[src/rtl/ielb_pkg.sv]
package ielb_pkg;
   // Register byte offsets
   localparam logic [7:0] ADDR_PINS12   = 8'hd0;
   localparam logic [7:0] ADDR_PIN3     = 8'hd1;
   localparam logic [7:0] ADDR_TMR8_A   = 8'hd4;
   localparam logic [7:0] ADDR_TMR8_B   = 8'hd5;
   localparam logic [7:0] ADDR_T16A_CMP = 8'hd8;
   localparam logic [7:0] ADDR_T16A_OVF = 8'hda;
   localparam logic [7:0] ADDR_SER_A    = 8'hdb;
   localparam logic [7:0] ADDR_SER_B    = 8'hdc;
   localparam logic [7:0] ADDR_PINS45   = 8'he0;
   localparam logic [7:0] ADDR_T16B_CMP = 8'he1;
   localparam logic [7:0] ADDR_T16B_OVF = 8'he2;
   localparam logic [7:0] ADDR_SBUS     = 8'he3;
   localparam logic [7:0] ADDR_IRQ_STAT = 8'hf8;
   localparam logic [7:0] ADDR_IRQ_MASK = 8'hf9;
   localparam logic [7:0] ADDR_PEND_LO  = 8'hfa;
   localparam logic [7:0] ADDR_PEND_HI  = 8'hfb;
   localparam logic [7:0] ADDR_PEND_TOP = 8'hfc;
   localparam logic [7:0] ADDR_WIN      = 8'hfd;
   // Slot layout
   localparam int          FLAG_BIT    = 3;
   localparam int          LEVEL_W     = 3;
   localparam int          NUM_SRC     = 20;
   localparam logic [7:0]  RESET_VAL   = 8'h00;
   localparam logic [2:0]  LEVEL_OFF   = 3'h0;
   // Source indices
   localparam int SRC_PIN1 = 0;
   localparam int SRC_PIN2 = 1;
   localparam int SRC_PIN3 = 2;
   localparam int SRC_T8_0 = 3;
   localparam int SRC_T8_1 = 4;
   localparam int SRC_T8_2 = 5;
   localparam int SRC_T8_3 = 6;
   localparam int SRC_TA_C0 = 7;
   localparam int SRC_TA_C1 = 8;
   localparam int SRC_TA_OV = 9;
   localparam int SRC_SA_RX = 10;
   localparam int SRC_SA_TX = 11;
   localparam int SRC_SB_RX = 12;
   localparam int SRC_SB_TX = 13;
   localparam int SRC_PIN4 = 14;
   localparam int SRC_PIN5 = 15;
   localparam int SRC_TB_C0 = 16;
   localparam int SRC_TB_C1 = 17;
   localparam int SRC_TB_OV = 18;
   localparam int SRC_SBUS = 19;
endpackage : ielb_pkg

[src/rtl/ielb_bank.sv]
// Chosen here: the address-and-strobe port.
`timescale 1ns/1ps
module ielb_bank #(
   parameter int NSRC = ielb_pkg::NUM_SRC
) (
   input  wire logic            i_mclk,
   input  wire logic            i_srst,
   input  wire logic [7:0]      i_addr,
   input  wire logic [7:0]      i_wdata,
   input  wire logic            i_wr,
   input  wire logic            i_rd,
   output logic      [7:0]      o_rdata,
   input  wire logic            i_ext_pin_irq_1,
   input  wire logic            i_ext_pin_irq_2,
   input  wire logic            i_ext_pin_irq_3,
   input  wire logic            i_ext_pin_irq_4,
   input  wire logic            i_ext_pin_irq_5,
   input  wire logic [3:0]      i_timer8_irq,
   input  wire logic            i_timer16a_compare_irq_0,
   input  wire logic            i_timer16a_compare_irq_1,
   input  wire logic            i_timer16a_overflow_irq,
   input  wire logic            i_timer16b_compare_irq_0,
   input  wire logic            i_timer16b_compare_irq_1,
   input  wire logic            i_timer16b_overflow_irq,
   input  wire logic            i_serial_a_receive_irq,
   input  wire logic            i_serial_a_transmit_irq,
   input  wire logic            i_serial_b_receive_irq,
   input  wire logic            i_serial_b_transmit_irq,
   input  wire logic            i_serial_bus_irq,
   input  wire logic            i_accept,
   output logic                 o_req_valid,
   output logic      [4:0]      o_req_src,
   output logic      [2:0]      o_req_level,
   output logic                 o_irq
);
   // Request path
   logic [NSRC-1:0] raw;
   logic [NSRC-1:0] sync1_q;
   logic [NSRC-1:0] sync2_q;
   logic [NSRC-1:0] sync3_q;
   logic [NSRC-1:0] req_lvl;

   // Slot interface
   logic [NSRC-1:0] flag;
   logic [NSRC-1:0] evt;
   logic [NSRC-1:0] wr_slot;
   logic [NSRC-1:0] ack_slot;
   logic [2:0]      level [NSRC];
   logic [3:0]      wnib_hi;
   logic [3:0]      slot_w [NSRC];

   // Arbitration
   logic            win_hit_d;
   logic [4:0]      win_src_d;
   logic [2:0]      win_lvl_d;
   logic            acc_hit;

   // Status, mask and bus
   logic [7:0]      stat_q;
   logic [7:0]      mask_q;
   logic [2:0]      stat_set;
   logic [2:0]      stat_clr;
   logic            wr_stat;
   logic            wr_mask;
   logic            irq_d;
   logic [7:0]      rdata_d;

   // Gather request lines into source order
   always_comb begin
      raw = '0;
      raw[ielb_pkg::SRC_PIN1]  = i_ext_pin_irq_1;
      raw[ielb_pkg::SRC_PIN2]  = i_ext_pin_irq_2;
      raw[ielb_pkg::SRC_PIN3]  = i_ext_pin_irq_3;
      raw[ielb_pkg::SRC_T8_0]  = i_timer8_irq[0];
      raw[ielb_pkg::SRC_T8_1]  = i_timer8_irq[1];
      raw[ielb_pkg::SRC_T8_2]  = i_timer8_irq[2];
      raw[ielb_pkg::SRC_T8_3]  = i_timer8_irq[3];
      raw[ielb_pkg::SRC_TA_C0] = i_timer16a_compare_irq_0;
      raw[ielb_pkg::SRC_TA_C1] = i_timer16a_compare_irq_1;
      raw[ielb_pkg::SRC_TA_OV] = i_timer16a_overflow_irq;
      raw[ielb_pkg::SRC_SA_RX] = i_serial_a_receive_irq;
      raw[ielb_pkg::SRC_SA_TX] = i_serial_a_transmit_irq;
      raw[ielb_pkg::SRC_SB_RX] = i_serial_b_receive_irq;
      raw[ielb_pkg::SRC_SB_TX] = i_serial_b_transmit_irq;
      raw[ielb_pkg::SRC_PIN4]  = i_ext_pin_irq_4;
      raw[ielb_pkg::SRC_PIN5]  = i_ext_pin_irq_5;
      raw[ielb_pkg::SRC_TB_C0] = i_timer16b_compare_irq_0;
      raw[ielb_pkg::SRC_TB_C1] = i_timer16b_compare_irq_1;
      raw[ielb_pkg::SRC_TB_OV] = i_timer16b_overflow_irq;
      raw[ielb_pkg::SRC_SBUS]  = i_serial_bus_irq;
   end

   // Three-stage synchroniser chain
   always_ff @(posedge i_mclk) begin
      if (i_srst) begin
         sync1_q <= '0;
         sync2_q <= '0;
         sync3_q <= '0;
      end else begin
         sync1_q <= raw;
         sync2_q <= sync1_q;
         sync3_q <= sync2_q;
      end
   end

   // Level accepted once stages two and three agree
   always_ff @(posedge i_mclk) begin
      if (i_srst) begin
         req_lvl <= '0;
      end else begin
         req_lvl <= (sync2_q & sync3_q) | (req_lvl & (sync2_q | sync3_q));
      end
   end

   // Write decode into slot strobes
   always_comb begin
      wr_slot = '0;
      if (i_wr) begin
         unique case (i_addr)
            ielb_pkg::ADDR_PINS12: begin
               wr_slot[ielb_pkg::SRC_PIN1] = 1'b1;
               wr_slot[ielb_pkg::SRC_PIN2] = 1'b1;
            end
            ielb_pkg::ADDR_PIN3: begin
               wr_slot[ielb_pkg::SRC_PIN3] = 1'b1;
            end
            ielb_pkg::ADDR_TMR8_A: begin
               wr_slot[ielb_pkg::SRC_T8_0] = 1'b1;
               wr_slot[ielb_pkg::SRC_T8_1] = 1'b1;
            end
            ielb_pkg::ADDR_TMR8_B: begin
               wr_slot[ielb_pkg::SRC_T8_2] = 1'b1;
               wr_slot[ielb_pkg::SRC_T8_3] = 1'b1;
            end
            ielb_pkg::ADDR_T16A_CMP: begin
               wr_slot[ielb_pkg::SRC_TA_C0] = 1'b1;
               wr_slot[ielb_pkg::SRC_TA_C1] = 1'b1;
            end
            ielb_pkg::ADDR_T16A_OVF: begin
               wr_slot[ielb_pkg::SRC_TA_OV] = 1'b1;
            end
            ielb_pkg::ADDR_SER_A: begin
               wr_slot[ielb_pkg::SRC_SA_RX] = 1'b1;
               wr_slot[ielb_pkg::SRC_SA_TX] = 1'b1;
            end
            ielb_pkg::ADDR_SER_B: begin
               wr_slot[ielb_pkg::SRC_SB_RX] = 1'b1;
               wr_slot[ielb_pkg::SRC_SB_TX] = 1'b1;
            end
            ielb_pkg::ADDR_PINS45: begin
               wr_slot[ielb_pkg::SRC_PIN4] = 1'b1;
               wr_slot[ielb_pkg::SRC_PIN5] = 1'b1;
            end
            ielb_pkg::ADDR_T16B_CMP: begin
               wr_slot[ielb_pkg::SRC_TB_C0] = 1'b1;
               wr_slot[ielb_pkg::SRC_TB_C1] = 1'b1;
            end
            ielb_pkg::ADDR_T16B_OVF: begin
               wr_slot[ielb_pkg::SRC_TB_OV] = 1'b1;
            end
            ielb_pkg::ADDR_SBUS: begin
               wr_slot[ielb_pkg::SRC_SBUS] = 1'b1;
            end
            default: begin
               wr_slot = '0;
            end
         endcase
      end
   end

   // Nibble routing: odd-position sources in a pair take the high nibble
   always_comb begin
      wnib_hi = i_wdata[7:4];
      for (int k = 0; k < NSRC; k++) begin
         slot_w[k] = i_wdata[3:0];
      end
      slot_w[ielb_pkg::SRC_PIN2]  = wnib_hi[3:0];
      slot_w[ielb_pkg::SRC_T8_1]  = wnib_hi[3:0];
      slot_w[ielb_pkg::SRC_T8_3]  = wnib_hi[3:0];
      slot_w[ielb_pkg::SRC_TA_C1] = wnib_hi[3:0];
      slot_w[ielb_pkg::SRC_SA_TX] = wnib_hi[3:0];
      slot_w[ielb_pkg::SRC_SB_TX] = wnib_hi[3:0];
      slot_w[ielb_pkg::SRC_PIN5]  = wnib_hi[3:0];
      slot_w[ielb_pkg::SRC_TB_C1] = wnib_hi[3:0];
   end

   // Bus and acceptance strobes shared by several registers
   always_comb begin
      wr_stat = i_wr && (i_addr == ielb_pkg::ADDR_IRQ_STAT);
      wr_mask = i_wr && (i_addr == ielb_pkg::ADDR_IRQ_MASK);
      acc_hit = i_accept && o_req_valid;
   end

   // Acceptance clears the pending flag of the granted source
   always_comb begin
      ack_slot = '0;
      if (acc_hit) begin
         ack_slot[o_req_src] = 1'b1;
      end
   end

   // One slot per source
   for (genvar g = 0; g < NSRC; g++) begin : g_slot
      ielb_slot u_slot (
         .i_mclk  (i_mclk),
         .i_srst  (i_srst),
         .i_req   (req_lvl[g]),
         .i_ack   (ack_slot[g]),
         .i_wr    (wr_slot[g]),
         .i_wdata (slot_w[g]),
         .o_flag  (flag[g]),
         .o_level (level[g]),
         .o_event (evt[g])
      );
   end

   // Highest pending level wins, lowest index breaks ties; zero is disabled
   always_comb begin
      win_hit_d = 1'b0;
      win_src_d = '0;
      win_lvl_d = ielb_pkg::LEVEL_OFF;
      for (int k = 0; k < NSRC; k++) begin
         if (flag[k] && level[k] != ielb_pkg::LEVEL_OFF && level[k] > win_lvl_d) begin
            win_hit_d = 1'b1;
            win_src_d = 5'(k);
            win_lvl_d = level[k];
         end
      end
   end

   // Request valid toward the CPU; drops for a cycle after each acceptance
   always_ff @(posedge i_mclk) begin
      if (i_srst) begin
         o_req_valid <= 1'b0;
      end else begin
         o_req_valid <= win_hit_d && !acc_hit;
      end
   end

   // Index of the winning source
   always_ff @(posedge i_mclk) begin
      if (i_srst) begin
         o_req_src <= '0;
      end else begin
         o_req_src <= win_src_d;
      end
   end

   // Level of the winning source
   always_ff @(posedge i_mclk) begin
      if (i_srst) begin
         o_req_level <= ielb_pkg::LEVEL_OFF;
      end else begin
         o_req_level <= win_lvl_d;
      end
   end

   // Status events: bit0 new request, bit1 enabled request, bit2 acceptance
   always_comb begin
      stat_set[0] = |evt;
      stat_set[1] = win_hit_d;
      stat_set[2] = acc_hit;
      stat_clr    = wr_stat ? i_wdata[2:0] : 3'h0;
   end

   // Sticky status, write one to clear; a new event wins over the clear
   always_ff @(posedge i_mclk) begin
      if (i_srst) begin
         stat_q <= ielb_pkg::RESET_VAL;
      end else begin
         stat_q <= {5'h00, stat_set | (stat_q[2:0] & ~stat_clr)};
      end
   end

   // Mask register, same layout as the status
   always_ff @(posedge i_mclk) begin
      if (i_srst) begin
         mask_q <= ielb_pkg::RESET_VAL;
      end else if (wr_mask) begin
         mask_q <= {5'h00, i_wdata[2:0]};
      end
   end

   // Any unmasked status bit raises the line
   always_comb begin
      irq_d = |(stat_q & mask_q);
   end

   // Interrupt output
   always_ff @(posedge i_mclk) begin
      if (i_srst) begin
         o_irq <= 1'b0;
      end else begin
         o_irq <= irq_d;
      end
   end

   // Read mux; unused nibbles and unmapped addresses read zero
   always_comb begin
      rdata_d = '0;
      unique case (i_addr)
         ielb_pkg::ADDR_PINS12:   rdata_d = {flag[1], level[1], flag[0], level[0]};
         ielb_pkg::ADDR_PIN3:     rdata_d = {4'h0, flag[2], level[2]};
         ielb_pkg::ADDR_TMR8_A:   rdata_d = {flag[4], level[4], flag[3], level[3]};
         ielb_pkg::ADDR_TMR8_B:   rdata_d = {flag[6], level[6], flag[5], level[5]};
         ielb_pkg::ADDR_T16A_CMP: rdata_d = {flag[8], level[8], flag[7], level[7]};
         ielb_pkg::ADDR_T16A_OVF: rdata_d = {4'h0, flag[9], level[9]};
         ielb_pkg::ADDR_SER_A:    rdata_d = {flag[11], level[11], flag[10], level[10]};
         ielb_pkg::ADDR_SER_B:    rdata_d = {flag[13], level[13], flag[12], level[12]};
         ielb_pkg::ADDR_PINS45:   rdata_d = {flag[15], level[15], flag[14], level[14]};
         ielb_pkg::ADDR_T16B_CMP: rdata_d = {flag[17], level[17], flag[16], level[16]};
         ielb_pkg::ADDR_T16B_OVF: rdata_d = {4'h0, flag[18], level[18]};
         ielb_pkg::ADDR_SBUS:     rdata_d = {4'h0, flag[19], level[19]};
         ielb_pkg::ADDR_IRQ_STAT: rdata_d = stat_q;
         ielb_pkg::ADDR_IRQ_MASK: rdata_d = mask_q;
         ielb_pkg::ADDR_PEND_LO:  rdata_d = flag[7:0];
         ielb_pkg::ADDR_PEND_HI:  rdata_d = flag[15:8];
         ielb_pkg::ADDR_PEND_TOP: rdata_d = {4'h0, flag[19:16]};
         ielb_pkg::ADDR_WIN:      rdata_d = {win_hit_d, win_lvl_d[1:0], win_src_d};
         default:                 rdata_d = '0;
      endcase
   end

   // Read data one cycle after the strobe, zero otherwise
   always_ff @(posedge i_mclk) begin
      if (i_srst) begin
         o_rdata <= '0;
      end else if (i_rd) begin
         o_rdata <= rdata_d;
      end else begin
         o_rdata <= '0;
      end
   end
endmodule : ielb_bank

[src/rtl/ielb_slot.sv]
`timescale 1ns/1ps
// One source slot: pending flag and request level
module ielb_slot (
   input  wire logic       i_mclk,
   input  wire logic       i_srst,
   input  wire logic       i_req,
   input  wire logic       i_ack,
   input  wire logic       i_wr,
   input  wire logic [3:0] i_wdata,
   output logic            o_flag,
   output logic [2:0]      o_level,
   output logic            o_event
);
   logic req_q;

   // Pending flag, set on request rising edge, cleared on acceptance; set wins
   always_ff @(posedge i_mclk) begin
      if (i_srst) begin
         o_flag <= 1'b0;
         req_q  <= 1'b0;
      end else begin
         req_q <= i_req;
         if (i_req && !req_q) begin
            o_flag <= 1'b1;
         end else if (i_ack) begin
            o_flag <= 1'b0;
         end
      end
   end

   // Level field, written by software
   always_ff @(posedge i_mclk) begin
      if (i_srst) begin
         o_level <= ielb_pkg::LEVEL_OFF;
      end else if (i_wr) begin
         o_level <= i_wdata[2:0];
      end
   end

   // Newly raised request pulse
   always_ff @(posedge i_mclk) begin
      if (i_srst) begin
         o_event <= 1'b0;
      end else begin
         o_event <= i_req && !req_q;
      end
   end
endmodule : ielb_slot

[config.mk]
export PLATFORM = sky130hd
export DESIGN_NAME = ielb_bank
export DESIGN_NICKNAME = d
export VERILOG_FILES = /design/src/rtl/ielb_pkg.sv /design/src/rtl/ielb_bank.sv /design/src/rtl/ielb_slot.sv
export SDC_FILE = /design/constraint.sdc
export NUM_CORES = 1
export LEC_CHECK = 0
export ABC_AREA = 1
export BUFFER_PORTS_ARGS = -buffer_cell sky130_fd_sc_hd__buf_2
export CORE_MARGIN = 4
export CORE_UTILIZATION = 60
export CTS_BUF_LIST = sky130_fd_sc_hd__clkbuf_8
export CTS_CLUSTER_SIZE = 14
export DETAILED_ROUTE_END_ITERATION = 7
export GPL_TIMING_DRIVEN = 0
export PLACE_DENSITY = 0.88
export SLEW_MARGIN = 40
export SYNTH_ARGS = -nofsm -noshare
export SYNTH_HDL_FRONTEND = slang
export SYNTH_SLANG_ARGS = --single-unit
[constraint.sdc]
create_clock -name i_mclk -period 36 [get_ports i_mclk]
set_input_delay 0 -clock i_mclk [delete_from_list [all_inputs] [get_ports i_mclk]]
set_output_delay 0 -clock i_mclk [all_outputs]
set_load 0.005 [all_outputs]
# After elaboration in Yosys (flattened, before gate mapping)
# Index checks and enable logic that the tools add are counted.
totals:
  register_bits: 229
  latch_bits: 0
  ramBits: 0
  romBits: 0
  input_bits: 41
  output_inout_bits: 18
  elab_cells: 387
  memories: 0
op_classes:
  add_sub_neg: 0
  n_mul: 0
  div_mod_pow: 0
  n_lt_le_gt_ge: 22
  eq_ne: 18
  shift: 0
  n_mux: 117
  bitwise: 9
  reduce_logical: 129
ops:
  columns: ["cell", "count"]
  rows:
  - ["$eq 8x8->1 const B", 18]
  - ["$pmux 8 s18", 1]
  - ["$mux 5", 18]
  - ["$mux 1", 66]
  - ["$logic_and 1x1->1", 65]
  - ["$mux 3", 21]
  - ["$reduce_bool 3->1", 20]
  - ["$gt 3x3->1", 19]
  - ["$and 20x20->20", 2]
  - ["$mux 20", 2]
  - ["$or 20x20->20", 2]
  - ["$reduce_bool 2->1", 20]
  - ["$logic_not 1->1", 21]
  - ["$reduce_or 20->1", 1]
  - ["$mux 2", 8]
  - ["$and 8x3->8", 1]
  - ["$reduce_or 8->1", 1]
  - ["$lt 5x6->1 const B", 1]
  - ["$demux 1 s5", 1]
  - ["$ge 5x1->1 const B", 1]
  - ["$and 3x3->3", 1]
  - ["$gt 3x1->1 const B", 1]
  - ["$not 3->3", 1]
  - ["$or 3x3->3", 1]
  - ["other kinds (2)", 2]

# Depth between registers and ports, before layout
depth:
  ltp_word: 62
  mapped_depth: 161
  ltp_nobuf: 161

# By module
# A second synthesis with hierarchy kept.
unflattened:
  cells_unflattened: 1588
  hier_area_um2: 10877.9
by_module_without_submodules:
  columns: ["module", "n_inst", "cells_per_inst", "area_per_inst_um2", "seq_area_each_um2"]
  rows:
  - ["ielb_bank", 1, 1008, 6623.9, 2082.0]
  - ["ielb_slot", 20, 29, 212.7, 120.1]

# Worst setup path after synthesis
# OpenSTA, ideal clock, no wires.
synth_path:
  path_type: "register to register"
  from: "register g_slot[0].u_slot.o_level[1]"
  to: "register o_rdata[7]"
  setup_ns: 0.130
  t_arrival_ns: 19.187
  required_ns: 35.870
  setup_slack_ns: 16.683
  path_stages_with_launch: 135
  path_buffers: 0
  period_less_slack_ns: 19.317
  path_cell_list: "dfxtp_1 -> inv_1 -> nand2_1 -> nand2_1 -> nor2_1 -> ha_1 -> nand3_1 -> nand3_2 -> nor2_4 -> inv_1 -> o21ai_0 -> ha_1 -> o21ai_0 -> nand3_2 -> nand3_2 -> nand2_2 -> o21ai_0 -> ha_1 -> [... 99 more ...] -> ha_1 -> nand3_1 -> nor2_2 -> nor2_4 -> nand2_4 -> nand2_1 -> o21ai_2 -> ha_1 -> a21oi_1 -> o21ai_0 -> nand2_1 -> nor2_1 -> nor2_1 -> nand2_4 -> inv_2 -> nand2_2 -> nand2_1 -> a21oi_1"
synth_between:
  elab_chain_len: 62
  elab_cells_between_ends: 82
  classes_between: "20 x order compare; 40 x mux; 22 x reduce/logical"
synth_rtl:
  columns: ["element", "line", "rtl"]
  rows:
  - ["start: declaration", "ielb_slot.sv:11", "output logic [2:0] o_level,"]
  - ["start signal: assignment", "ielb_slot.sv:34", "o_level <= ielb_pkg::LEVEL_OFF;"]
  - ["start signal: assignment", "ielb_slot.sv:36", "o_level <= i_wdata[2:0];"]
  - ["branches (longest 60 deep; another with $gt 3x1->1)", null, null]
  - ["$mux 1 (*)", "ielb_bank.sv:223", "if (flag[k] && level[k] != ielb_pkg::LEVEL_OFF && level[k] > win_lvl_d) begin"]
  - ["$pmux 8 s18 (*)", "ielb_bank.sv:301", "unique case (i_addr)"]
  - ["end signal: assignment", "ielb_bank.sv:329", "o_rdata <= rdata_d;"]
  - ["end: declaration", "ielb_bank.sv:12", "output logic [7:0] o_rdata,"]
# Every way passes the cells marked *.
# A chain may end at the register's enable or synchronous reset.

# Worst setup path in the final report
# Ends and elaborated chain as after synthesis.

==> key figures <==
Hold path
  – Hold Crit Class: primary input to flop
  – Hold worst-path end: o_rdata[6]
  – Hold path depth: 5
  – Hold Crit Start: i_addr[3]

Timing
  – # setup viols final: 0
  – Final clock skew: 26.7 ps
  – RSZ-0062 raised after global routing: false
  – Max Fclk: 44.6 MHz
  – Final Critical Period: 22440 ps
  – Final hold violation count: 0
  – Worst hold slack: 51.7 ps
  – Relative slew slack: 0.463
  – Setup TNS: 0 ps
  – Period utilization: 0.623
  – Worst Tran Pin Value: 802 ps
  – Fin. max-slew vios: 0

Power
  – Max VDD drop: 0.0000505 V
  – Final Power: 0.494 mW
  – LEAKAGE: 5.14 nW
  – Power Dens Cells: 41.3 nW/µm²

Clock network
  – Postcts setup bufs: 0
  – CTS H-tree depth: 2
  – Clock Path Buffers: 3
  – CTS clock-pin slew for the worst setup and hold paths: 70 ps
  – CTS Buf Count: 36
  – # hold bufs at CTS: 31
  – Clock latency on the worst-skew pair: 540 ps
  – Clk sinks: 224
  – CTS tree: yes
  – Post_cts resized: 0
  – Clock Tree Root: clkbuf_8

Yosys
  – Post-Synthesis Cells: 1428
  – Post-synth design cell area: 10400 µm²
  – Post-synthesis sequential area ratio: 0.431
  – Flops & latches, synth: 224
  – EDFF count, synth: 0
  – Avg Cell Area, Syn: 7.28 µm²
  – Synth Net Count: 1493
  – Async SR Flop Fraction: 0
  – Primary FF master, synth: dfxtp_1
  – Synth cell types: 46
  – Yosys warning count: 0

Cells and area
  – Area growth syn-to-layout: 15.1%
  – Seq. cell area: 4480 µm²
  – Layout cell share with drive strength beyond 1: 0.141
  – Nets: 1616
  – N_diodes: 0
  – Filler cells: 1256
  – Area occupied by multi-input gates: 4890 µm²
  – Cell area after layout: 12000 µm²

Placed design
  – Port Buf Inserts: 54
  – GP Congestion: 1.03
  – Area after DPL: 10900 µm²
  – Dpl hpwl: 24.6 mm

Worst setup path
  – R2R depth: 134
  – Worst Path Required: 36420 ps
  – R2R setup slack: 13560 ps
  – Peak fanout along the critical path: 8
  – Worst setup SP type: flop
  – Crit Reg-Reg Endpoint: o_rdata[7]
  – CP Capture Type: flop
  – Worst EP arrival: 22860 ps
  – Reg2reg start: g_slot[0].u_slot.o_level[1]
  – CP max stage delay: 390 ps
  – Worst path slowest cell: dfxtp_1
  – Worst setup path class: flop to flop

Drt
  – Routed WL: 34.6 mm
  – Routed via count: 10300
  – DRT Pass-1 Iters: 6
  – Antenna Nets Post-Route: 0
  – DR WL/cell: 19.3 µm
  – Vias/cell: 5.76
  – DRT iter0 DRCs: 1103
  – Residual DRC: 0

Global route
  – M3 GR Usage: 0.0593
  – Initial antenna violation count: 0
  – First-pass GRT wire length: 53.8 mm
  – Total grt overflow: 0
  – All-layer global routing usage: 0.349
  – Top Usage Layer GRT: met2
  – Largest net degree at the start of global routing: 11
  – GR Util met1: 0.415
  – Grt met2 use: 0.604
  – Number of global-route vias before repair: 10200

Floorplan
  – I/O Pins: 59
  – Die X: 140 µm
  – Initial Utilization: 0.620
  – Total core area: 16800 µm²
  – Die height: 140 µm
  – Die area: 19500 µm²
  – Row count: 47

Status
  – Status: finished clean

Job
  – Max cap viols: 0
==> per-stage QoR <==
| step | instances | utilization | worst slack (ps) |
|---|---|---|---|
| after floorplan | 1428 | - | 16680 |
| after global placement | 1702 | 0.653 | 14250 |
| after detailed placement | 1702 | 0.653 | 13840 |
| after CTS | 1791 | 0.714 | 13740 |
| after global routing | 1791 | 0.714 | 11310 |
| final | 1791 | 0.714 | 13560 |
==> worst max-delay path by stage <==
| stage | from | to | slack, ps | cells past startpoint |
|---|---|---|---|---|
| after global placement | g_slot[0].u_slot.o_level[1] | o_rdata[7] | 14250 | 134 |
| final | g_slot[0].u_slot.o_level[1] | o_rdata[7] | 13560 | 134 |
| after global routing | g_slot[0].u_slot.o_flag | o_rdata[7] | 11310 | 131 |
| after floorplan | g_slot[0].u_slot.o_level[1] | o_rdata[7] | 16680 | 134 |
| after detailed placement | g_slot[0].u_slot.o_level[1] | o_rdata[7] | 13840 | 134 |
| after CTS | g_slot[0].u_slot.o_flag | o_rdata[7] | 13740 | 132 |
==> worst max-delay path, delay by kind of cell (launching register included) <==
| kind | cells | cell delay (ps) |
|---|---|---|
| simple gates | 73 | 8810 |
| buf+inv | 7 | 500 |
| flops | 1 | 390 |
| compound gates | 35 | 7250 |
| fa+ha+maj | 19 | 5460 |
==> cell usage in the layout, fill, tap and decap left out, types with 8 or more instances in the layout <==
cell / n
nor3_1: 21
buf_2: 54
buf_1: 8
o22ai_1: 26
o31ai_1: 13
nor2_1: 209
clkbuf_8: 41
nand3_1: 52
a211oi_1: 18
nand2_2: 50
clkbuf_1: 26
nand2_1: 190
dlygate4sd3_1: 31
o21ai_0: 96
a21oi_1: 118
inv_1: 241
ha_1: 24
a221oi_1: 11
nand3_2: 20
or2_2: 17
nor4_1: 9
dfxtp_1: 224
==> area by class of cell <==
type                            instances  share of cell area
Multi-Input combinational cell        930               0.409
Sequential cell                       224               0.375
Inverter                              240              0.0754
Timing Repair Buffer                   85              0.0485
Clock buffer                           41              0.0472
Tap cell                              220              0.0230
Clock inverter                         17              0.0118
Buffer                                 34              0.0107
==> power breakdown <==
group / switching [mW] / leakage [nW] / total, mW / internal (mW)
Combinational: 0.0140 / 2.94 / 0.0209 / 0.00684
Clock: 0.102 / 0.388 / 0.220 / 0.119
Sequential: 0.00165 / 1.81 / 0.253 / 0.251
==> synth_stat cells, types with 2 or more instances <==
library cell	instances	area, µm²
a31o_2	4	35.0
o21ai_0	96	480
nand4_1	4	25.0
clkinv_1	3	11.3
a22oi_1	4	30.0
clkbuf_1	26	97.6
a21oi_1	118	591
nor2_4	2	22.5
buf_1	8	30.0
o21ai_2	2	17.5
a21oi_2	4	35.0
a211oi_1	18	135
o21ai_1	2	10.0
nor4_1	9	56.3
a221oi_1	11	96.3
nand3_1	52	260
nand2_4	7	78.8
nand3_2	20	200
ha_1	24	300
o21a_1	2	15.0
o22ai_1	26	163
nand2_1	190	713
o2111ai_1	2	17.5
nor3_1	23	115
nor2_2	3	18.8
o31ai_1	13	97.6
o21bai_1	2	15.0
inv_1	233	875
dfxtp_1	224	4480
a31oi_1	3	18.8
or2_2	17	106
nand2_2	50	313
nor2_1	209	785
inv_2	3	11.3
o211ai_1	3	22.5
==> routing by layer <==
metal,vias to the layer above,share of wire
met5,-,0
met4,0,0.058
met3,135,0.080
met2,546,0.47
met1,4749,0.39
li1,4892,-
==> registers in the layout, summed over array words and instances, names as in the netlist <==
name,cells
o_req_level,3
mask_q,3
g_slot.u_slot.o_flag,20
req_lvl,20
stat_q,3
sync3_q,20
o_rdata,8
sync1_q,20
o_irq,1
g_slot.u_slot.o_level,60
g_slot.u_slot.o_event,20
o_req_valid,1
sync2_q,20
o_req_src,5
g_slot.u_slot.req_q,20
==> cell families after synthesis <==
kind of cell    count (synthesis)  synth area share
simple gates                  589             0.262
compound gates                317             0.178
buf+inv                       274            0.0991
flops                         224             0.431
fa+ha+maj                      24            0.0289
No activity file was read; power rests on OpenSTA's default activity.
